File: config.mk
export PLATFORM = sky130hd
export DESIGN_NAME = eirq_top
export DESIGN_NICKNAME = d
export VERILOG_FILES = /design/src/eirq_pkg.sv /design/src/eirq_top.sv
export SDC_FILE = /design/constraint.sdc
export NUM_CORES = 1
export LEC_CHECK = 0
export BUFFER_PORTS_ARGS = -buffer_cell sky130_fd_sc_hd__buf_2
export CORE_ASPECT_RATIO = 1.25
export CORE_UTILIZATION = 60
export DETAILED_ROUTE_END_ITERATION = 10
export PLACE_DENSITY = 0.83
export REMOVE_ABC_BUFFERS = 1
export SETUP_SLACK_MARGIN = 0.5
export SLEW_MARGIN = 30
export SYNTH_ARGS = -nofsm -noshare
export SYNTH_HDL_FRONTEND = slang
export SYNTH_SLANG_ARGS = --single-unit
File: constraint.sdc
create_clock -name I_CLK -period 3.6 [get_ports I_CLK]
set_input_delay 0.9 -clock I_CLK [delete_from_list [all_inputs] [get_ports I_CLK]]
set_output_delay 0.9 -clock I_CLK [all_outputs]
set_load 0.01 [all_outputs]
File: src/eirq_pkg.sv
// Purpose: shared constants and types of the ethernet interrupt and diagnostics block
// Assumes: one 200 MHz clock, register offsets are byte addresses of 32-bit words
// Notes: function index 0 is dma, 1 is receive, 2 is transmit
package eirq_pkg;
	localparam int CLK_NS = 5;
	localparam int AW = 8;
	localparam int DW = 16;
	// ------------------------------------------------------------
	// register offsets
	// ------------------------------------------------------------
	localparam logic [7:0] OFS_CMD = 8'h00;
	localparam logic [7:0] OFS_STAT = 8'h04;
	localparam logic [7:0] OFS_CFG2 = 8'h08;
	// ------------------------------------------------------------
	// command register fields
	// ------------------------------------------------------------
	localparam int CMD_IE_LSB = 0;
	localparam int CMD_ACK_LSB = 4;
	localparam int CMD_ON_LSB = 8;
	localparam int CMD_OFF_LSB = 12;
	localparam int FN_DMA = 0;
	localparam int FN_RX = 1;
	localparam int FN_TX = 2;
	// ------------------------------------------------------------
	// status register fields
	// ------------------------------------------------------------
	localparam int ST_DMA = 4;
	localparam int ST_RX = 5;
	localparam int ST_TX = 6;
	localparam int ST_BUSY = 7;
	localparam int ST_ON_LSB = 8;
	// ------------------------------------------------------------
	// second configuration register fields
	// ------------------------------------------------------------
	localparam int CF_PROM = 2;
	localparam int CF_ERR_LSB = 3;
	localparam int CF_BADCRC = 9;
	localparam int CF_KEEPCRC = 10;
	localparam int CF_LOOP = 11;
	localparam logic [15:0] CFG2_RST = 16'h0000;
	// ------------------------------------------------------------
	// transmit header command byte report bits
	// ------------------------------------------------------------
	localparam int RP_BABBLE = 0;
	localparam int RP_COLL = 1;
	localparam int RP_COLL16 = 2;
	localparam int RP_OK = 3;
	// ------------------------------------------------------------
	// frame limits and timing
	// ------------------------------------------------------------
	localparam logic [10:0] MAX_FRAME = 11'd1514;
	localparam logic [4:0] COLL_LIMIT = 5'd16;
	localparam logic [3:0] BO_EXP_MAX = 4'd10;
	localparam int SLOT_NS = 51200;
	localparam int SLOT_CYC = SLOT_NS / CLK_NS;
	localparam logic [15:0] LFSR_SEED = 16'hACE1;
	typedef enum logic [2:0] {
		TX_IDLE = 3'b001,
		TX_SEND = 3'b010,
		TX_WAIT = 3'b100
	} eirq_tx_t;
	typedef struct packed {
		logic [2:0] err;
		logic match;
		logic pre_coll;
	} eirq_rxst_t;
endpackage

File: src/eirq_top.sv
// Purpose: interrupt sources, transmit retry control and diagnostic bits of an ethernet controller
// Assumes: all inputs synchronous to I_CLK, register port as address, data, strobes
// Notes: flags are sticky; a new event in the cycle of its acknowledge keeps the flag set
//
// What this block does
// - flag babble when sent frame exceeds 1514 bytes
// - collision rewinds pointer, retries after backoff
// - per-collision reporting sets transmit flag each time
// - sixteenth collision reports, abandons, moves to next
// - success reported when under sixteen collisions
// - accepted stored frame sets receive flag bit 5
// - receive flag and interrupt hold until acknowledge
// - new receive event beats simultaneous acknowledge
// - dma terminal count sets dma flag
// - dma interrupt only when enable bit 0 set
// - writing one to dma acknowledge clears flag
// - config bit 11 drives loopback control low
// - looped-back matching frames stored like others
// - bits 9, 10 force bad crc, keep crc
// - on and off together force function flag
// - forced test leaves frame traffic untouched
// - no transmit start while receiving; receive while sending
// - preamble collision frames always rejected
// - config bits 3-5 accept frames with errors
// - transmit events report only if header selects
// - transmit enable bit 2 routes flag to interrupt
// - acknowledge bit 6 clears transmit flag
//
// Added by the designer: the address-and-strobe port and the address map.
`timescale 1ns/1ps
module eirq_top import eirq_pkg::*; #(
	parameter int P_SLOT_CYC = SLOT_CYC
) (
	input wire logic I_CLK, // system clock
	input wire logic I_RST_B, // async reset, active low
	input wire logic [AW-1:0] I_ADDR, // register byte address
	input wire logic [DW-1:0] I_WDATA, // register write data
	input wire logic I_WR, // write strobe
	input wire logic I_RD, // read strobe
	output logic [DW-1:0] O_RDATA, // read data, cycle after strobe
	input wire logic I_TX_REQ, // a frame is queued for sending
	input wire logic [3:0] I_TX_CMD, // header command byte report bits
	input wire logic I_TX_BYTE, // one byte sent
	input wire logic I_TX_COLL, // collision seen while sending
	input wire logic I_TX_END, // frame finished on the wire
	input wire logic I_RX_BUSY, // receiver is taking a frame
	input wire logic I_RX_END, // received frame complete
	input wire eirq_rxst_t I_RX_ST, // status of completed frame
	input wire logic I_DMA_TC, // terminal count from dma controller
	output logic O_TX_GO, // start or restart a frame, pulse
	output logic O_TX_REWIND, // rewind pointer to frame start, pulse
	output logic O_TX_ABANDON, // drop frame, go to next, pulse
	output logic O_TX_DONE, // frame sent, pulse
	output logic O_RX_KEEP, // keep frame in buffer, pulse
	output logic O_RX_DROP, // discard frame, pulse
	output logic O_BAD_CRC, // send frames with corrupted crc
	output logic O_KEEP_CRC, // store received crc with frame
	output logic O_LOOPBACK_N, // converter loopback, active low
	output logic [2:0] O_FN_ON, // dma, receive, transmit enabled
	output logic O_IRQ // interrupt request
);
	// ------------------------------------------------------------
	// state
	// ------------------------------------------------------------
	typedef struct packed {
		logic [2:0] ie;
		logic [2:0] flag;
		logic [2:0] on;
		logic [15:0] cfg;
		logic [DW-1:0] rdata;
		logic irq;
		eirq_tx_t tx;
		logic [3:0] rep;
		logic [4:0] coll;
		logic [10:0] bytes;
		logic [9:0] slots;
		logic [15:0] timer;
		logic [15:0] lfsr;
		logic go;
		logic rewind;
		logic abandon;
		logic done;
		logic keep;
		logic drop;
	} eirq_st_t;

	eirq_st_t s_q;
	eirq_st_t s_d;

	logic wr_cmd;
	logic wr_cfg;
	logic [2:0] ev;
	logic [2:0] ack;
	logic [2:0] cmd_on;
	logic [2:0] cmd_off;
	logic [2:0] forced;
	logic [4:0] coll_nx;
	logic [3:0] bo_exp;
	logic [9:0] bo_mask;
	logic rx_ok;
	logic slot_end;
	logic [15:0] stat;

	assign wr_cmd = I_WR && (I_ADDR == OFS_CMD);
	assign wr_cfg = I_WR && (I_ADDR == OFS_CFG2);
	assign ack = wr_cmd ? I_WDATA[CMD_ACK_LSB +: 3] : 3'h0;
	assign cmd_on = wr_cmd ? I_WDATA[CMD_ON_LSB +: 3] : 3'h0;
	assign cmd_off = wr_cmd ? I_WDATA[CMD_OFF_LSB +: 3] : 3'h0;
	// both on and off at once only tests the interrupt path
	assign forced = cmd_on & cmd_off;
	assign coll_nx = s_q.coll + 5'h01;
	assign bo_exp = (coll_nx > {1'b0, BO_EXP_MAX}) ? BO_EXP_MAX : coll_nx[3:0];
	// truncated binary exponential backoff window
	assign bo_mask = ~(10'h3FF << bo_exp);
	assign slot_end = (s_q.timer == 16'h0000);

	// a preamble collision loses the frame whatever errors are allowed
	assign rx_ok = s_q.on[FN_RX] && !I_RX_ST.pre_coll
		&& (I_RX_ST.match || s_q.cfg[CF_PROM])
		&& ((I_RX_ST.err & ~s_q.cfg[CF_ERR_LSB +: 3]) == 3'h0);

	always_comb begin
		stat = 16'h0000;
		stat[ST_DMA] = s_q.flag[FN_DMA];
		stat[ST_RX] = s_q.flag[FN_RX];
		stat[ST_TX] = s_q.flag[FN_TX];
		stat[ST_BUSY] = (s_q.tx != TX_IDLE);
		stat[ST_ON_LSB +: 3] = s_q.on;
	end

	// ------------------------------------------------------------
	// next state
	// ------------------------------------------------------------
	always_comb begin
		s_d = s_q;
		ev = forced;
		s_d.go = 1'b0;
		s_d.rewind = 1'b0;
		s_d.abandon = 1'b0;
		s_d.done = 1'b0;
		s_d.keep = 1'b0;
		s_d.drop = 1'b0;
		s_d.lfsr = {s_q.lfsr[14:0], s_q.lfsr[15] ^ s_q.lfsr[13] ^ s_q.lfsr[12] ^ s_q.lfsr[10]};

		// register writes
		if (wr_cmd) begin
			s_d.ie = I_WDATA[CMD_IE_LSB +: 3];
		end
		if (wr_cfg) begin
			s_d.cfg = I_WDATA;
		end
		// forced test keeps the functions as they were
		s_d.on = (s_q.on | (cmd_on & ~cmd_off)) & ~(cmd_off & ~cmd_on);

		// register reads
		s_d.rdata = {DW{1'b0}};
		if (I_RD) begin
			if (I_ADDR == OFS_CMD) begin
				s_d.rdata[CMD_IE_LSB +: 3] = s_q.ie;
				s_d.rdata[CMD_ON_LSB +: 3] = s_q.on;
			end else if (I_ADDR == OFS_STAT) begin
				s_d.rdata = stat;
			end else if (I_ADDR == OFS_CFG2) begin
				s_d.rdata = s_q.cfg;
			end else begin
				s_d.rdata = {DW{1'b0}};
			end
		end

		// receive path runs whatever the transmitter does
		if (I_RX_END) begin
			s_d.keep = rx_ok;
			s_d.drop = !rx_ok;
			if (rx_ok) begin
				ev[FN_RX] = 1'b1;
			end
		end

		if (I_DMA_TC) begin
			ev[FN_DMA] = 1'b1;
		end

		// transmit sequencing
		case (s_q.tx)
			TX_IDLE: begin
				// never start over a frame being received
				if (I_TX_REQ && s_q.on[FN_TX] && !I_RX_BUSY) begin
					s_d.go = 1'b1;
					s_d.rep = I_TX_CMD;
					s_d.coll = 5'h00;
					s_d.bytes = 11'h000;
					s_d.tx = TX_SEND;
				end
			end
			TX_SEND: begin
				if (I_TX_COLL) begin
					s_d.coll = coll_nx;
					s_d.rewind = 1'b1;
					s_d.bytes = 11'h000;
					if (s_q.rep[RP_COLL]) begin
						ev[FN_TX] = 1'b1;
					end
					if (coll_nx == COLL_LIMIT) begin
						s_d.abandon = 1'b1;
						if (s_q.rep[RP_COLL16]) begin
							ev[FN_TX] = 1'b1;
						end
						s_d.tx = TX_IDLE;
					end else begin
						s_d.slots = s_q.lfsr[9:0] & bo_mask;
						s_d.timer = 16'(P_SLOT_CYC - 1);
						s_d.tx = TX_WAIT;
					end
				end else if (I_TX_END) begin
					s_d.done = 1'b1;
					// byte count saturates well above the limit
					if (s_q.rep[RP_BABBLE] && (s_q.bytes > MAX_FRAME)) begin
						ev[FN_TX] = 1'b1;
					end
					if (s_q.rep[RP_OK]) begin
						ev[FN_TX] = 1'b1;
					end
					s_d.tx = TX_IDLE;
				end else if (I_TX_BYTE && (s_q.bytes != 11'h7FF)) begin
					s_d.bytes = s_q.bytes + 11'h001;
				end
			end
			TX_WAIT: begin
				if (!slot_end) begin
					s_d.timer = s_q.timer - 16'h0001;
				end else if (s_q.slots != 10'h000) begin
					s_d.slots = s_q.slots - 10'h001;
					s_d.timer = 16'(P_SLOT_CYC - 1);
				end else if (!I_RX_BUSY) begin
					// backoff over; defer while the line carries a frame
					s_d.go = 1'b1;
					s_d.tx = TX_SEND;
				end
			end
			default: begin
				s_d.tx = TX_IDLE;
			end
		endcase

		// a set in the cycle of the acknowledge wins
		s_d.flag = (s_q.flag & ~ack) | ev;
		// interrupt follows the flags one edge later
		s_d.irq = |(s_q.flag & s_q.ie);
	end

	// ------------------------------------------------------------
	// state register
	// ------------------------------------------------------------
	always_ff @(posedge I_CLK or negedge I_RST_B) begin
		if (!I_RST_B) begin
			s_q.ie <= 3'h0;
			s_q.flag <= 3'h0;
			s_q.on <= 3'h0;
			s_q.cfg <= CFG2_RST;
			s_q.rdata <= {DW{1'b0}};
			s_q.irq <= 1'b0;
			s_q.tx <= TX_IDLE;
			s_q.rep <= 4'h0;
			s_q.coll <= 5'h00;
			s_q.bytes <= 11'h000;
			s_q.slots <= 10'h000;
			s_q.timer <= 16'h0000;
			s_q.lfsr <= LFSR_SEED;
			s_q.go <= 1'b0;
			s_q.rewind <= 1'b0;
			s_q.abandon <= 1'b0;
			s_q.done <= 1'b0;
			s_q.keep <= 1'b0;
			s_q.drop <= 1'b0;
		end else begin
			s_q <= s_d;
		end
	end

	// ------------------------------------------------------------
	// outputs
	// ------------------------------------------------------------
	assign O_RDATA = s_q.rdata;
	assign O_TX_GO = s_q.go;
	assign O_TX_REWIND = s_q.rewind;
	assign O_TX_ABANDON = s_q.abandon;
	assign O_TX_DONE = s_q.done;
	assign O_RX_KEEP = s_q.keep;
	assign O_RX_DROP = s_q.drop;
	assign O_BAD_CRC = s_q.cfg[CF_BADCRC];
	assign O_KEEP_CRC = s_q.cfg[CF_KEEPCRC];
	// the converter loops transmit data back while this is low
	assign O_LOOPBACK_N = !s_q.cfg[CF_LOOP];
	assign O_FN_ON = s_q.on;
	assign O_IRQ = s_q.irq;
endmodule

## Word level (Yosys, flattened, before mapping)

Index checks and enable logic that the tools add are counted.

- Bits in registers: 113
- Input bits: 44
- Output and inout bits: 29
- Word-level logic and storage cells: 143

- Add/sub/neg operators: 4
- Order comparisons: 2
- Equal/unequal tests: 19
- Shift operators: 1
- Mux-type cells: 52
- Bitwise logic cells: 19
- Reduce and logical (&&, ||, !) cells: 27

Operator list:

| operator | number |
|---|---|
| $mux 26 | 3 |
| $mux 16 | 4 |
| $pmux 26 s2 | 1 |
| $mux 3 | 12 |
| $mux 11 | 3 |
| $pmux 16 s2 | 1 |
| $mux 23 | 1 |
| $and 3x3->3 | 7 |
| $mux 1 | 18 |
| $logic_not 16->1 | 1 |
| $sub 16x1->16 const B | 1 |
| $mux 5 | 3 |
| $not 3->3 | 5 |
| $ne 2x2->1 const B | 7 |
| $ne 3x3->1 const B | 4 |
| $add 11x1->11 const B | 1 |
| $gt 11x11->1 const B | 1 |
| $ne 11x11->1 const B | 1 |
| $and 10x10->10 | 1 |
| $mux 10 | 1 |
| $not 10->10 | 1 |
| $reduce_and 5->1 | 2 |
| $reduce_bool 10->1 | 1 |
| $shl 10x4->10 const A | 1 |
| 26 further kinds | 43 |

## Depth between registers and ports, before layout

- Word-level depth: 10
- Gate-level depth with buffers: 9
- Depth with buffers taken out: 8

## Worst setup path before layout

Ideal clock, no wire load.

- Path kind: input -> register
- From: input port I_ADDR[5]
- To: register s_q[109] in the netlist's numbering
- Setup time: 0.133 ns
- Data arrival time: 2.374 ns
- Required time: 3.467 ns
- Path slack: 1.093 ns
- Stages on the path: 8
- Buffers on the path: 2
- Cells stage by stage: or4_1 > nor3_2 > and3_1 > buf_2 > buf_2 > nand2_1 > a2bb2oi_1 > o211ai_1

RTL lines:

| item | RTL line | source |
|---|---|---|
| start: declaration | eirq_top.sv:36 | `input wire logic [AW-1:0] I_ADDR,` |
| end: declaration | eirq_top.sv:87 | `eirq_st_t s_q;` |

## Worst setup path after layout

- From: register s_q[68] in the netlist's numbering
- To: register s_q[57] in the netlist's numbering

- Cells in the longest elaborated chain, start to end: 3
- Elaborated cells between the ends (all ways): 8
- Classes of those cells: eq/ne: 5; mux: 1; reduce/logical: 2

RTL lines:

| item | RTL line | source |
|---|---|---|
| $eq 3x2->1 / $eq 3x1->1 (equally long branches) | eirq_top.sv:184 | `case (s_q.tx)` |
| $ne 3x3->1 (no line), or another cell as far along | - |  |
| $reduce_and 4->1 (no line) | - |  |

Parallel ways exist; a longest one is shown, timed or not.
A chain may end at the register's enable or synchronous reset.

==> impl_metrics.toml <==
[clock_tree]
post_cts_buffers = 0
clock_latency_ns = 0.52
cts_buffers = 17
cts_buffer_depth = 2
cts_sinks = 113
cts_root_buf = "clkbuf_8"
ctsResizeCount = 0
cts_tree = "yes"
path_clk_slew_ns = 0.06
htree_levels = 4
ctsHoldBuffers = 0

[power]
p_sw_mw = 0.658
p_leak_nw = 2.98
intPower_mw = 2.36
power_frac_comb = 0.032
clkPwrFrac = 0.539
ir_drop_mv = 0.324
switching_share = 0.218
p_seq_frac = 0.429
p_per_area_mw_per_mm2 = 483

[routing]
firstDrtPassIters = 5
vias_per_cell = 5.87
wl_per_cell_um = 16.9
drt_iter0_markers = 337
routed_wl_um = 11900
vias = 4130
drc = 0
ant_nets = 0

[synth]
async_reset_ff_frac = 1.00
synth_seq_area_share = 0.533
synthFlopType = "dfrtp_1"
synthCells = 511
ys_ff_latch = 113
syn_avg_cell_area_um2 = 10.4
synth_cell_types = 62
synthesis.area_mm2 = 0.00533
yosysWarningCount = 0
synth_edf_count = 0

[status]
outcome = "completed"

[die]
fp-row-count = 38
core_mm2 = 0.00865
die-area_mm2 = 0.00927
die_y_um = 107
die_w_um = 86.3
io_pins = 73
floorplan.initialDensity = 0.616

[global_routing]
use_met3 = 0.0744
grt_max_degree = 50
use_met2 = 0.480
grtUsageMet1 = 0.329
grt_pass1_vias = 4083
grt-ovfl-total = 0
grt_first_pass_wirelength_um = 19400
top_usage_layer = "met2"
track_usage = 0.278
antenna_found_initial = 0

[worst_setup_path]
critical_path_class = "reg2reg"
cp_max_fo = 13
arrival_ns = 3.05
cp-end-kind = "register"
required_ns = 4.04
startpoint_type = "register"

[sta]
min_period_ns = 2.60
finalMaxSlewViolations = 0
tightest_slew_ns = 0.755
fin_crit_sh = 0.723
timing.fmax_mhz = 384
clock_skew_ns = 0.00656
setup_tns_ns = 0
setup_viol = 0
rsz0062_at_grt = "false"
slew_headroom = 0.494
finalHoldViolCount = 0
setup_ws_ns = 0.996

[placed_design]
dpl.hpwl_um = 8050
numPortBuffers = 72
gp_congestion = 0.880
preCtsSetupSlack_ns = 0.760

[layout]
drive_gt1_frac = 0.260
num-nets-final = 622
fillers = 600
syn_to_final_growth_pct = 17.2
antenna_cells = 0

[flow_run]
cap_violations = 0

[min_path]
hold_path_class = "reg2reg"
## cell usage in the layout (no fill, tap or decap), drive strengths merged, types with 4 or more instances in the layout
master,synthesis,layout
a2111oi,5,5
a21oi,25,25
a22oi,4,4
a31oi,7,7
and2,10,10
and3,8,8
buf,30,79
clkbuf,8,20
clkinv,0,6
dfrtp,104,104
dfstp,9,9
ha,7,7
inv,22,23
mux2,20,20
mux2i,5,5
nand2,39,39
nand3,8,8
nand4,9,9
nor2,39,39
nor2b,9,9
nor3,21,21
nor4,5,5
o21ai,40,40
o31ai,5,5
or3,5,5
or4,5,5
xnor2,9,9
xor2,9,9
## final cells by class
class	instances	area (µm²)	share of cell area
well taps	120	150	0.0240
multi-input cells	338	2180	0.348
repair buffers	79	415	0.0665
flip-flops and latches	113	2840	0.454
clock buffers	20	455	0.0729
clock inverters	12	133	0.0212
inverters	22	82.6	0.0132
## synth_stat cells, types with 7 or more instances
library cell | instances | area share
buf_4 | 19 | 0.027
clkbuf_1 | 8 | 0.0056
and2_1 | 10 | 0.012
nor2_1 | 39 | 0.027
buf_2 | 10 | 0.0094
a31oi_1 | 7 | 0.0082
mux2_2 | 20 | 0.042
nor3_1 | 18 | 0.017
xnor2_1 | 9 | 0.015
o21ai_0 | 36 | 0.034
nor2b_1 | 9 | 0.011
and3_1 | 8 | 0.0094
dfrtp_1 | 104 | 0.49
nand3_1 | 7 | 0.0066
xor2_1 | 9 | 0.015
inv_1 | 22 | 0.015
dfstp_2 | 9 | 0.044
nand2_1 | 38 | 0.027
nand4_1 | 9 | 0.011
a21oi_1 | 25 | 0.023
ha_1 | 7 | 0.016
## worst max-delay path: stages, from the launching register on
cell and delay [ns]:
dfstp_2 0.57, or3b_4 0.43, o31ai_4 0.55, a41o_1 0.38
nand2_2 0.11, or4_1 0.40, o21ai_1 0.09
## path summary, 6_finish.rpt
check | from | to | slack, ns | depth (start not counted)
min in group asynchronous | I_RST_B | O_RDATA[15] | 0.39 | 1
setup / recovery | s_q[68] | s_q[57] | 1.0 | 6
max in group asynchronous | I_RST_B | s_d[7] | 2.35 | 2
setup reg to reg | s_q[68] | s_q[57] | 1.0 | 6
hold / removal | s_d[21] | s_q[21] | 0.36 | 0
hold reg to reg | s_d[21] | s_q[21] | 0.36 | 0
## kinds of logic (layout without fill, tap and decap cells)
group,after synthesis,count (layout),synth area share
AND/OR/NAND/NOR,170,170,0.166
AO/OA/AOI/OAI,118,118,0.145
flip-flops,113,113,0.533
buffers and inverters,60,133,0.0594
multiplexers,25,25,0.0516
XOR/XNOR,18,18,0.0296
adder cells (fa/ha/maj),7,7,0.0164
## power groups by stage
stage | Combinational [mW] | Clock, mW | Sequential, mW
2_1_floorplan | 0.0265 | 0 | 1.31
4_1_cts | 0.0985 | 1.65 | 1.29
6_report | 0.0972 | 1.63 | 1.29
5_1_grt | 0.109 | 1.71 | 1.30
3_3_place_gp | 0.0941 | 0 | 1.31
3_5_place_dp | 0.0967 | 0 | 1.32
## per-layer routing
layer  vias up  share of wire
met5         -              0
met4         0          0.020
met3        18          0.067
met2       190           0.51
met1      1999           0.40
li1       1923              -
## sequential cells by signal, summed over array words and instances (netlist names)
name,cells
O_TX_ABANDON,1
O_IRQ,1
O_RDATA,16
s_d,15
s_q,70
O_TX_DONE,1
O_TX_REWIND,1
O_BAD_CRC,1
O_KEEP_CRC,1
O_RX_DROP,1
O_TX_GO,1
O_FN_ON,3
O_RX_KEEP,1
## metrics by stage
stage                     instances  hold slack, ns  power [mW]  area, µm²   util
final                           704           0.356        3.02       6250  0.722
after global routing            704           0.359        3.11       6250  0.722
after floorplan                 473           0.333        1.34       5100      -
after detailed placement        672           0.344        1.41       5660  0.654
after global placement          672           0.341        1.41       5660  0.654
after CTS                       704           0.358        3.04       6250  0.722
No activity file was read; power rests on OpenSTA's default activity.
